==> config.mk <==
export PLATFORM = sky130hd
export DESIGN_NAME = switch_fault_status_readout
export DESIGN_NICKNAME = d
export VERILOG_FILES = /design/src/hdl/pin_sync.v /design/src/hdl/fault_latch.v /design/src/hdl/switch_fault_status_readout.v
export VERILOG_INCLUDE_DIRS = /design/src /design/src/common
export SDC_FILE = /design/constraint.sdc
export NUM_CORES = 1
export LEC_CHECK = 0
export ABC_CLOCK_PERIOD_IN_PS = 4300
export CAP_MARGIN = 0
export CORE_AREA = 2 2 107 109
export DETAILED_ROUTE_END_ITERATION = 7
export DIE_AREA = 0 0 109 111
export DONT_BUFFER_PORTS = 1
export SYNTH_ARGS = -nofsm -noshare
export SYNTH_HDL_FRONTEND = slang
export SYNTH_HIERARCHICAL = 1
export SYNTH_SLANG_ARGS = --single-unit
==> constraint.sdc <==
create_clock -name ref_clk_in -period 4.3 [get_ports ref_clk_in]
set_input_delay 0.215 -clock ref_clk_in [delete_from_list [all_inputs] [get_ports ref_clk_in]]
set_output_delay 0.215 -clock ref_clk_in [all_outputs]
set_load 0.005 [all_outputs]
==> src/common/fault_readout_defines.vh <==
// constants shared by the status readout design files
`ifndef FAULT_READOUT_DEFINES_VH
`define FAULT_READOUT_DEFINES_VH

// word geometry
`define WORD_W          16
`define ADDR_MSB        15
`define ADDR_LSB        12
`define FAILSAFE_BIT    11
`define NUM_CH          5
`define CH_FLAG_W       7
`define DEV_FLAG_W      7

// read addresses of the status words
`define ADDR_INIT1      4'h0
`define ADDR_QUICK      4'h1
`define ADDR_CH1        4'h2
`define ADDR_CH5        4'h6
`define ADDR_DEVICE     4'h7
`define ADDR_LIVE_PINS  4'h8
`define ADDR_IDENTITY   4'h9

// fields of the first initialization word received on the serial input
`define SI_RSEL_MSB     3
`define SI_RSEL_LSB     0
`define SI_PERSIST_BIT  4

// channel latch layout {ots, otw, oc2, oc1, oc0, olon, oloff}
`define CH_OTS_BIT      6
`define CH_OTW_BIT      5
`define CH_OC_MSB       4
`define CH_OC_LSB       2
`define CH_OLON_BIT     1
`define CH_OLOFF_BIT    0
`define CH_OC_MASK      7'h1C

// device latch layout {tmf, ovf, uvf, serial_link_fail_flag, cpf, pwm_clock_fault, rcf}
`define DEV_TMF_BIT     6
`define DEV_OVF_BIT     5
`define DEV_UVF_BIT     4
`define DEV_SERIAL_LINK_FAIL_FLAG_BIT    3
`define DEV_CPF_BIT     2
`define DEV_PWM_CLOCK_FAULT_BIT    1
`define DEV_RCF_BIT     0

// frame length and misc values
`define FRAME_BITS      5'h10
`define BIT_CNT_W       5
`define ID_BLANK        8'h00
`define PIN_SYNC_W      14

`endif

==> src/hdl/pin_sync.v <==
// two flip-flop synchroniser for a group of pin inputs
`timescale 1ns/100ps
module pin_sync #(
  parameter           W       = 1,
  parameter [W-1:0]   RST_VAL = {W{1'b0}}
) (
  input  wire         ref_clk_in,
  input  wire         sys_rst_in,
  input  wire [W-1:0] async_in,
  output wire [W-1:0] sync_out
);

  reg [W-1:0] meta_ff;
  reg [W-1:0] stable_ff;

  // first stage feeds only the second stage
  always @(posedge ref_clk_in) begin
    if (sys_rst_in) begin
      meta_ff   <= RST_VAL;
      stable_ff <= RST_VAL;
    end else begin
      meta_ff   <= async_in;
      stable_ff <= meta_ff;
    end
  end

  assign sync_out = stable_ff;

endmodule // pin_sync

==> src/hdl/fault_latch.v <==
// bank of sticky fault flags, set wins over a clear by reading
`timescale 1ns/100ps
module fault_latch #(
  parameter           W = 1
) (
  input  wire         ref_clk_in,
  input  wire         sys_rst_in,
  input  wire [W-1:0] set_in,
  input  wire [W-1:0] replace_in,
  input  wire         clr_in,
  output wire [W-1:0] flags_out
);

  reg  [W-1:0] flags_ff;
  wire [W-1:0] nxt_flags;

  // replaced bits drop their old value so only the newest event shows
  assign nxt_flags = (flags_ff & ~replace_in & ~{W{clr_in}}) | set_in;

  always @(posedge ref_clk_in) begin
    if (sys_rst_in) begin
      flags_ff <= {W{1'b0}};
    end else begin
      flags_ff <= nxt_flags;
    end
  end

  assign flags_out = flags_ff;

endmodule // fault_latch

==> src/hdl/switch_fault_status_readout.v <==
// serial status readout of a five channel high side switch
//
// Overview of operation
// - host picks the returned word by a four-bit read address in init word one
// - persistence 0: programmed address serves one read, then quick status returns
// - persistence 1: programmed address serves every read until reprogrammed
// - every word carries its address in 15:12 and the failsafe bit in 11
// - read address 0 returns the quick status word, address field 0001
// - global flags in 10:8 of quick, channel, device words; clear with their faults
// - global device flag is OR of reset, uv, ov, pump, clock, test flags
// - global overload flag is OR of all overcurrent and shutdown flags
// - registers reset flag sets whenever the registers return to defaults
// - quick word bits 4:0 hold one OR summary flag per channel
// - channel words: ots 6, otw 5, overcurrent class 4:2, olon 1, oloff 0
// - a new overcurrent event replaces an unread overcurrent class
// - device word: test 4, ov 3, uv 2, link fail 1, live limp input 0
// - pin word is live: toggle OR in 9, inputs 8:5, comparators 4:0
// - comparator bits are live and undefined during undervoltage
// - identity word returns the part code in 7:0
// - identity field reads zero while undervoltage is flagged
// - a latched channel fault stays set until that channel word is read
`timescale 1ns/100ps
`include "fault_readout_defines.vh"
module switch_fault_status_readout #(
  parameter [7:0]  PART_CODE = 8'h5A   // arbitrary value
) (
  input  wire        ref_clk_in,
  input  wire        sys_rst_in,
  input  wire        spi_sclk_in,
  input  wire        spi_cs_n_in,
  input  wire        spi_mosi_in,
  output reg         spi_miso_out,
  output reg         spi_miso_oe_out,
  output reg  [3:0]  read_address_select_out,
  output reg         readback_persistence_out,
  input  wire        fail_mode_in,
  input  wire [4:0]  ots_evt_in,
  input  wire [4:0]  otw_evt_in,
  input  wire [4:0]  oc_evt_in,
  input  wire [14:0] oc_class_in,
  input  wire [4:0]  olon_evt_in,
  input  wire [4:0]  oloff_evt_in,
  input  wire        factory_test_evt_in,
  input  wire        overvoltage_evt_in,
  input  wire        undervoltage_evt_in,
  input  wire        serial_fail_evt_in,
  input  wire        charge_pump_evt_in,
  input  wire        pwm_clock_evt_in,
  input  wire        limp_home_pin_in,
  input  wire [3:0]  control_input_pin_in,
  input  wire [3:0]  toggle_pin_in,
  input  wire [4:0]  output_comparator_pin_in
);

  localparam [1:0] ST_IDLE  = 2'b01;
  localparam [1:0] ST_SHIFT = 2'b10;

  ////////////////////////////////////////////////////////////////////////////
  // declarations

  wire [2:0]                   link_sync;
  wire [`PIN_SYNC_W-1:0]       pin_sync_q;
  wire                         sclk_s;
  wire                         cs_n_s;
  wire                         mosi_s;
  wire                         limp_home_input_state;
  wire [3:0]                   control_input_state;
  wire [3:0]                   toggle_state;
  wire [4:0]                   output_comparator_state;
  reg                          sclk_d_ff;
  wire                         sclk_rise;
  wire                         sclk_fall;
  reg  [1:0]                   state_ff;
  reg  [`WORD_W-1:0]           tx_ff;
  reg  [`WORD_W-1:0]           rx_ff;
  reg  [`BIT_CNT_W-1:0]        bit_cnt_ff;
  reg                          rst_seen_ff;
  wire                         frame_start;
  wire [4:0]                   clr_ch;
  wire                         clr_dev;
  wire [`CH_FLAG_W*`NUM_CH-1:0] ch_flags;
  wire [`DEV_FLAG_W-1:0]       dev_set;
  wire [`DEV_FLAG_W-1:0]       dev_flags;
  wire [4:0]                   channel_summary_flag;
  wire                         any_ch_overload;
  wire                         any_ch_openload;
  wire                         global_device_flag;
  wire                         global_overload_flag;
  wire                         global_openload_flag;
  wire [2:0]                   global_flags;
  wire                         failsafe_indicator;
  reg  [`WORD_W-1:0]           read_word;
  reg  [3:0]                   rd_ch_idx;

  ////////////////////////////////////////////////////////////////////////////
  // pin synchronisers; chip select idles high so it resets high

  pin_sync #(
    .W       (3),
    .RST_VAL (3'b010)
  ) u_link_sync (
    .ref_clk_in (ref_clk_in),
    .sys_rst_in (sys_rst_in),
    .async_in   ({spi_sclk_in, spi_cs_n_in, spi_mosi_in}),
    .sync_out   (link_sync)
  );

  assign sclk_s = link_sync[2];
  assign cs_n_s = link_sync[1];
  assign mosi_s = link_sync[0];

  // live pins, reported unlatched after the sync delay
  pin_sync #(
    .W       (`PIN_SYNC_W),
    .RST_VAL ({`PIN_SYNC_W{1'b0}})
  ) u_pin_sync (
    .ref_clk_in (ref_clk_in),
    .sys_rst_in (sys_rst_in),
    .async_in   ({limp_home_pin_in, control_input_pin_in, toggle_pin_in,
                  output_comparator_pin_in}),
    .sync_out   (pin_sync_q)
  );

  assign limp_home_input_state   = pin_sync_q[13];
  assign control_input_state     = pin_sync_q[12:9];
  assign toggle_state            = pin_sync_q[8:5];
  assign output_comparator_state = pin_sync_q[4:0];

  ////////////////////////////////////////////////////////////////////////////
  // clear on read: taken in the capture cycle so an event in that same
  // cycle lands in the latch after the clear and is not lost

  assign frame_start = state_ff[0] & ~cs_n_s;

  always @* begin
    rd_ch_idx = read_address_select_out - `ADDR_CH1;
  end

  genvar gi;
  generate
    for (gi = 0; gi < `NUM_CH; gi = gi + 1) begin : g_ch
      assign clr_ch[gi] = frame_start & (rd_ch_idx == gi);

      // oc class bits are replaced, the rest stay sticky
      fault_latch #(
        .W (`CH_FLAG_W)
      ) u_ch_latch (
        .ref_clk_in (ref_clk_in),
        .sys_rst_in (sys_rst_in),
        .set_in     ({ots_evt_in[gi], otw_evt_in[gi],
                      oc_class_in[3*gi+2:3*gi] & {3{oc_evt_in[gi]}},
                      olon_evt_in[gi], oloff_evt_in[gi]}),
        .replace_in (`CH_OC_MASK & {`CH_FLAG_W{oc_evt_in[gi]}}),
        .clr_in     (clr_ch[gi]),
        .flags_out  (ch_flags[`CH_FLAG_W*gi+`CH_FLAG_W-1:`CH_FLAG_W*gi])
      );

      // per channel summary for the quick word
      assign channel_summary_flag[gi] =
        |ch_flags[`CH_FLAG_W*gi+`CH_FLAG_W-1:`CH_FLAG_W*gi];
    end
  endgenerate

  ////////////////////////////////////////////////////////////////////////////
  // device flags, cleared by reading the device word

  assign clr_dev = frame_start & (read_address_select_out == `ADDR_DEVICE);

  // the reset flag is raised in the first cycle after any reset
  always @(posedge ref_clk_in) begin
    if (sys_rst_in) begin
      rst_seen_ff <= 1'b0;
    end else begin
      rst_seen_ff <= 1'b1;
    end
  end

  assign dev_set = {factory_test_evt_in, overvoltage_evt_in, undervoltage_evt_in,
                    serial_fail_evt_in, charge_pump_evt_in, pwm_clock_evt_in,
                    ~rst_seen_ff};

  fault_latch #(
    .W (`DEV_FLAG_W)
  ) u_dev_latch (
    .ref_clk_in (ref_clk_in),
    .sys_rst_in (sys_rst_in),
    .set_in     (dev_set),
    .replace_in ({`DEV_FLAG_W{1'b0}}),
    .clr_in     (clr_dev),
    .flags_out  (dev_flags)
  );

  ////////////////////////////////////////////////////////////////////////////
  // global flags follow the latches, so they fall only when all are read

  generate
    for (gi = 0; gi < `NUM_CH; gi = gi + 1) begin : g_or
      wire ovl_bit;
      wire ol_bit;
      assign ovl_bit = ch_flags[`CH_FLAG_W*gi+`CH_OTS_BIT] |
                       (|ch_flags[`CH_FLAG_W*gi+`CH_OC_MSB:`CH_FLAG_W*gi+`CH_OC_LSB]);
      assign ol_bit  = ch_flags[`CH_FLAG_W*gi+`CH_OLON_BIT] |
                       ch_flags[`CH_FLAG_W*gi+`CH_OLOFF_BIT];
    end
  endgenerate

  assign any_ch_overload = g_or[0].ovl_bit | g_or[1].ovl_bit | g_or[2].ovl_bit |
                           g_or[3].ovl_bit | g_or[4].ovl_bit;
  assign any_ch_openload = g_or[0].ol_bit | g_or[1].ol_bit | g_or[2].ol_bit |
                           g_or[3].ol_bit | g_or[4].ol_bit;
  assign global_overload_flag = any_ch_overload;
  assign global_openload_flag = any_ch_openload;
  // serial_link_fail_flag is reported in its own word but not summed here
  assign global_device_flag   = dev_flags[`DEV_RCF_BIT] | dev_flags[`DEV_UVF_BIT] |
                                dev_flags[`DEV_OVF_BIT] | dev_flags[`DEV_CPF_BIT] |
                                dev_flags[`DEV_PWM_CLOCK_FAULT_BIT] |
                                dev_flags[`DEV_TMF_BIT];
  assign global_flags = {global_device_flag, global_overload_flag,
                         global_openload_flag};
  assign failsafe_indicator = fail_mode_in;

  ////////////////////////////////////////////////////////////////////////////
  // word selection; every word gets its address and the failsafe bit

  always @* begin
    read_word = {`WORD_W{1'b0}};
    case (read_address_select_out)
      `ADDR_INIT1, `ADDR_QUICK: begin
        read_word = {`ADDR_QUICK, failsafe_indicator, global_flags,
                     dev_flags[`DEV_CPF_BIT], dev_flags[`DEV_RCF_BIT],
                     dev_flags[`DEV_PWM_CLOCK_FAULT_BIT], channel_summary_flag};
      end
      `ADDR_CH1, 4'h3, 4'h4, 4'h5, `ADDR_CH5: begin
        read_word = {read_address_select_out, failsafe_indicator, global_flags,
                     1'b0, ch_flags[`CH_FLAG_W*rd_ch_idx +: `CH_FLAG_W]};
      end
      `ADDR_DEVICE: begin
        read_word = {`ADDR_DEVICE, failsafe_indicator, global_flags, 3'h0,
                     dev_flags[`DEV_TMF_BIT], dev_flags[`DEV_OVF_BIT],
                     dev_flags[`DEV_UVF_BIT], dev_flags[`DEV_SERIAL_LINK_FAIL_FLAG_BIT],
                     limp_home_input_state};
      end
      `ADDR_LIVE_PINS: begin
        // comparator bits mean nothing while the supply is low
        read_word = {`ADDR_LIVE_PINS, failsafe_indicator, 1'b0, |toggle_state,
                     control_input_state, output_comparator_state};
      end
      `ADDR_IDENTITY: begin
        read_word = {`ADDR_IDENTITY, failsafe_indicator, 3'h0,
                     dev_flags[`DEV_UVF_BIT] ? `ID_BLANK : PART_CODE};
      end
      default: begin
        // unmapped addresses return only address and failsafe bit
        read_word = {read_address_select_out, failsafe_indicator, 11'h000};
      end
    endcase
  end

  ////////////////////////////////////////////////////////////////////////////
  // link edge detection on the synchronised clock

  always @(posedge ref_clk_in) begin
    if (sys_rst_in) begin
      sclk_d_ff <= 1'b0;
    end else begin
      sclk_d_ff <= sclk_s;
    end
  end

  assign sclk_rise = sclk_s & ~sclk_d_ff;
  assign sclk_fall = ~sclk_s & sclk_d_ff;

  ////////////////////////////////////////////////////////////////////////////
  // frame engine: capture at select, sample on rise, shift on fall;
  // a frame of other than sixteen bits changes no selection

  always @(posedge ref_clk_in) begin
    if (sys_rst_in) begin
      state_ff                 <= ST_IDLE;
      tx_ff                    <= {`WORD_W{1'b0}};
      rx_ff                    <= {`WORD_W{1'b0}};
      bit_cnt_ff               <= {`BIT_CNT_W{1'b0}};
      spi_miso_out             <= 1'b0;
      spi_miso_oe_out          <= 1'b0;
      read_address_select_out  <= `ADDR_QUICK;
      readback_persistence_out <= 1'b0;
    end else begin
      case (state_ff)
        ST_IDLE: begin
          if (!cs_n_s) begin
            tx_ff           <= read_word;
            spi_miso_out    <= read_word[`WORD_W-1];
            spi_miso_oe_out <= 1'b1;
            bit_cnt_ff      <= {`BIT_CNT_W{1'b0}};
            state_ff        <= ST_SHIFT;
          end
        end
        ST_SHIFT: begin
          if (cs_n_s) begin
            spi_miso_oe_out <= 1'b0;
            state_ff        <= ST_IDLE;
            if (bit_cnt_ff == `FRAME_BITS) begin
              if (rx_ff[`ADDR_MSB:`ADDR_LSB] == `ADDR_INIT1) begin
                read_address_select_out  <= rx_ff[`SI_RSEL_MSB:`SI_RSEL_LSB];
                readback_persistence_out <= rx_ff[`SI_PERSIST_BIT];
              end else if (!readback_persistence_out) begin
                read_address_select_out  <= `ADDR_QUICK;
              end
              // persistence high keeps the selection as it is
            end
          end else begin
            if (sclk_rise) begin
              rx_ff <= {rx_ff[`WORD_W-2:0], mosi_s};
              if (bit_cnt_ff != {`BIT_CNT_W{1'b1}}) begin
                bit_cnt_ff <= bit_cnt_ff + 1'b1;
              end
            end
            if (sclk_fall) begin
              // msb first; zeros follow once the word is out
              tx_ff        <= {tx_ff[`WORD_W-2:0], 1'b0};
              spi_miso_out <= tx_ff[`WORD_W-2];
            end
          end
        end
        default: begin
          state_ff        <= ST_IDLE;
          spi_miso_oe_out <= 1'b0;
        end
      endcase
    end
  end

endmodule // switch_fault_status_readout

==> results.json <==
{
  "status": "finished, final reports clean",
  "hp-class": "in -> reg",
  "clk_path_buf_depth": 2,
  "cp.depth": 6,
  "num_vias": 4349,
  "cp.required_ns": 4.58,
  "grt.total_usage_pct": 22.65,
  "numClockSinks": 122,
  "synth_area_per_cell_um2": 9.213,
  "synth_xor_area_share_pct": 0.4867,
  "synth_compound_area_share_pct": 15.50,
  "synth_top_family_by_area": "simple AND/OR/NAND/NOR gates",
  "end_kind": "flop",
  "min_period_ns": 2.497,
  "post-route-util_pct": 59.86,
  "crit_buf_inv": 1,
  "start_util_pct": 48.74,
  "crit_fanout": 10,
  "crit_family": "simple AND/OR/NAND/NOR gates",
  "wl_per_cell_um": 15.52,
  "r2r-end": "g_ch[1].u_ch_latch/flags_out[5]",
  "reg2regPathDepth": 6,
  "setup_violations": 0,
  "synth_mux_area_share_pct": 3.523,
  "die_area_um2": 12100,
  "startpoint_type": "flop",
  "post_cts_buffers": 0,
  "ys_types": 69,
  "cpPeakStageDelay_ns": 0.67,
  "dp_hpwl_mm": 8.211,
  "die_w_um": 109,
  "syn-cell-area_um2": 5399,
  "critPathSlowestCell": "nor3_1",
  "ys_warn_count": 6,
  "gp_congestion": 0.8685,
  "syn_inst": 586,
  "maxSlewViolCount": 0,
  "ys_ff_latch": 122,
  "finalHoldViolCount": 0,
  "antenna_found_initial": 0,
  "worst_pin_slew_ns": 0.9118,
  "setup_slack_ns": 1.803,
  "startpoint": "read_address_select_out[2]",
  "fin_nets": 732,
  "slew-limit-headroom_pct": 38.88,
  "pre_cts_ws_ns": 1.831,
  "drc_errors": 0,
  "tns_ns": 0,
  "grt_first_pass_wirelength_mm": 21.38,
  "grt_overflow_total": 0,
  "antenna_cells": 0,
  "drtAntennaViolNets": 0,
  "worst-endpoint-arrival_ns": 2.78,
  "leakage_nw": 2.601,
  "reg2reg_slack_ns": 1.80,
  "path_cells": "inv_1, ha_1, nand3_1, nor3_1, or3b_1, a21oi_1",
  "r2r_start": "read_address_select_out[2]",
  "die_h_um": 111,
  "firstDrtPassIters": 6,
  "synth_fa_ha_area_share_pct": 0.9270,
  "clk_latency_ns": 0.42,
  "grt_start_max_net_pins": 120,
  "rsz0062_at_grt": "false",
  "cts_buffers": 17,
  "synth-seq-area-share_pct": 45.24,
  "p_per_area_nw_per_um2": 412.3,
  "routed_wl_mm": 12.70,
  "clkTransAtPathRegs_ns": 0.06,
  "fmaxAchievable_mhz": 400.5,
  "yosys.area_share.simple_pct": 27.67,
  "cts_resized": 0,
  "row_count": 39,
  "finClkSkew_ns": 0.007503,
  "htreeDepth": 4,
  "drive_gt1_share_pct": 9.037,
  "root_buffer": "clkbuf_16",
  "via_per_inst": 5.317,
  "num_io_pins": 73,
  "area_delta_synth_final_pct": 22.80,
  "drt_first_iter_violations": 279,
  "crit_end": "g_ch[1].u_ch_latch/flags_out[5]",
  "synth_ff_type": "dfxtp_1",
  "cts_tree": "yes",
  "fill_cells": 962,
  "cap_violations": 0,
  "criticalPathCategory": "reg -> reg",
  "ir_drop_v": 0.0002640,
  "synth_edf_count": 0,
  "synth-async-reset-ratio_pct": 0,
  "fin_crit_sh_pct": 58.07,
  "coreArea_um2": 11080,
  "hold_ws_ns": 0.04469,
  "portBuffers": 0,
  "grt_pass1_vias": 4323
}
how the worst min path moves through the flow:
stage                      start                              end  slack [ns]  cells after the start
finish              oc_evt_in[1]  g_ch[1].u_ch_latch/flags_out[3]        0.04                      3
global route        oc_evt_in[2]  g_ch[2].u_ch_latch/flags_out[2]        0.04                      3
CTS                 oc_evt_in[1]  g_ch[1].u_ch_latch/flags_out[3]        0.03                      3
detailed placement    sys_rst_in            u_pin_sync/meta_ff[6]        0.30                      1
global placement      sys_rst_in            u_pin_sync/meta_ff[8]        0.30                      1
floorplan             sys_rst_in  g_ch[0].u_ch_latch/flags_out[0]        0.28                      1
flip-flops by register name, indices dropped and copies added, names as in the netlist, 4 cells and up:
signal                     flops
bit_cnt_ff                     5
g_ch.u_ch_latch/flags_out     35
read_address_select_out        4
rx_ff                         16
tx_ff                         15
u_dev_latch/flags_out          7
u_pin_sync/meta_ff            14
u_pin_sync/sync_out           14
power breakdown:
part,switching [mW],internal [mW]
Clock,0.524,0.827
Sequential,0.0338,1.18
Combinational,0.0759,0.0946
cells in the mapped netlist (all sizes together), types with 2 or more instances:
library cell,instances,area [um2]
nand4,2,27.53
or2,3,21.27
a31oi,3,18.77
o221ai,5,43.79
buf,14,130.1
a211oi,3,35.03
a22o,2,17.52
inv,51,191.4
a22oi,4,30.03
o31ai,3,27.52
o32ai,2,17.52
clkbuf,8,30.03
and2,18,112.6
nand2b,4,35.03
mux4,7,180.2
nor3,11,65.06
nor2b,33,214.0
ha,4,50.05
xor2,2,17.52
or3,2,12.51
dfxtp,122,2442
nor2,22,82.58
and3,4,26.28
a21oi,78,401.6
o21ai,10,50.05
a32oi,3,26.28
a311oi,5,50.04
nor4,3,18.77
nand3,14,70.07
nand2,62,232.7
and2b,9,77.58
or3b,42,367.9
nor3b,3,27.52
or4,7,56.30
o41ai,7,61.31
layout by cell type, fill, tap and decap left out, drive strengths merged, types with 14 or more instances in the layout:
cell,synthesis,routed
clkbuf,8,19
inv,51,54
dlygate4sd3,0,50
nand3,14,14
nand2,62,62
nor2b,33,33
and2,18,18
dfxtp,122,122
or3b,42,42
conb,1,27
nor2,22,22
a21oi,78,78
cell families after synthesis:
family | Yosys count
simple gates | 242
compound gates | 132
flops | 122
buf+inv | 74
mux | 8
fa+ha+maj | 4
xor+xnor | 3
other cells | 1
timing repair:
action                     in CTS  in global routing
hold endpoints to repair      121                  0
hold buffers                   51                  0
setup endpoints to repair       0                  0
worst register-to-register path, stage by stage (launching register included):
cell and delay [ns]:
dfxtp_1 0.66, inv_1 0.10, ha_1 0.44, nand3_1 0.21, nor3_1 0.67, or3b_1 0.22, a21oi_1 0.06
metal layers:
| layer | GRT usage (%) | part of all wire [%] | routed length (um) | up-vias |
|---|---|---|---|---|
| met4 | 7.607 | 1.7 | 222 | 0 |
| li1 | - | - | - | 2177 |
| met1 | 30.00 | 46 | 5833 | 2037 |
| met3 | 6.408 | 4.5 | 574 | 22 |
| met5 | 0 | 0 | 0 | - |
| met2 | 35.32 | 48 | 6067 | 113 |
through the flow:
stage | std cells | power [mW] | instance area (um2)
6_report | 818 | 2.734 | 6630
5_1_grt | 818 | 2.856 | 6630
4_1_cts | 818 | 2.760 | 6630
3_5_place_dp | 735 | 1.348 | 5530
3_3_place_gp | 735 | 1.346 | 5530
2_1_floorplan | 612 | 1.327 | 5497
area by class of cell:
cell class                 count  area (um2)  share of cell area (%)
clock buffer                  19       452.9                   6.831
clock inverter                13       118.9                   1.793
inverter                      52       195.2                   2.944
multi-input combinational    416        2699                   40.71
sequential                   122        2442                   36.84
tap                          143       178.9                   2.699
timing repair buffer          53       543.0                   8.190
Power figures use the tool's default switching activity.
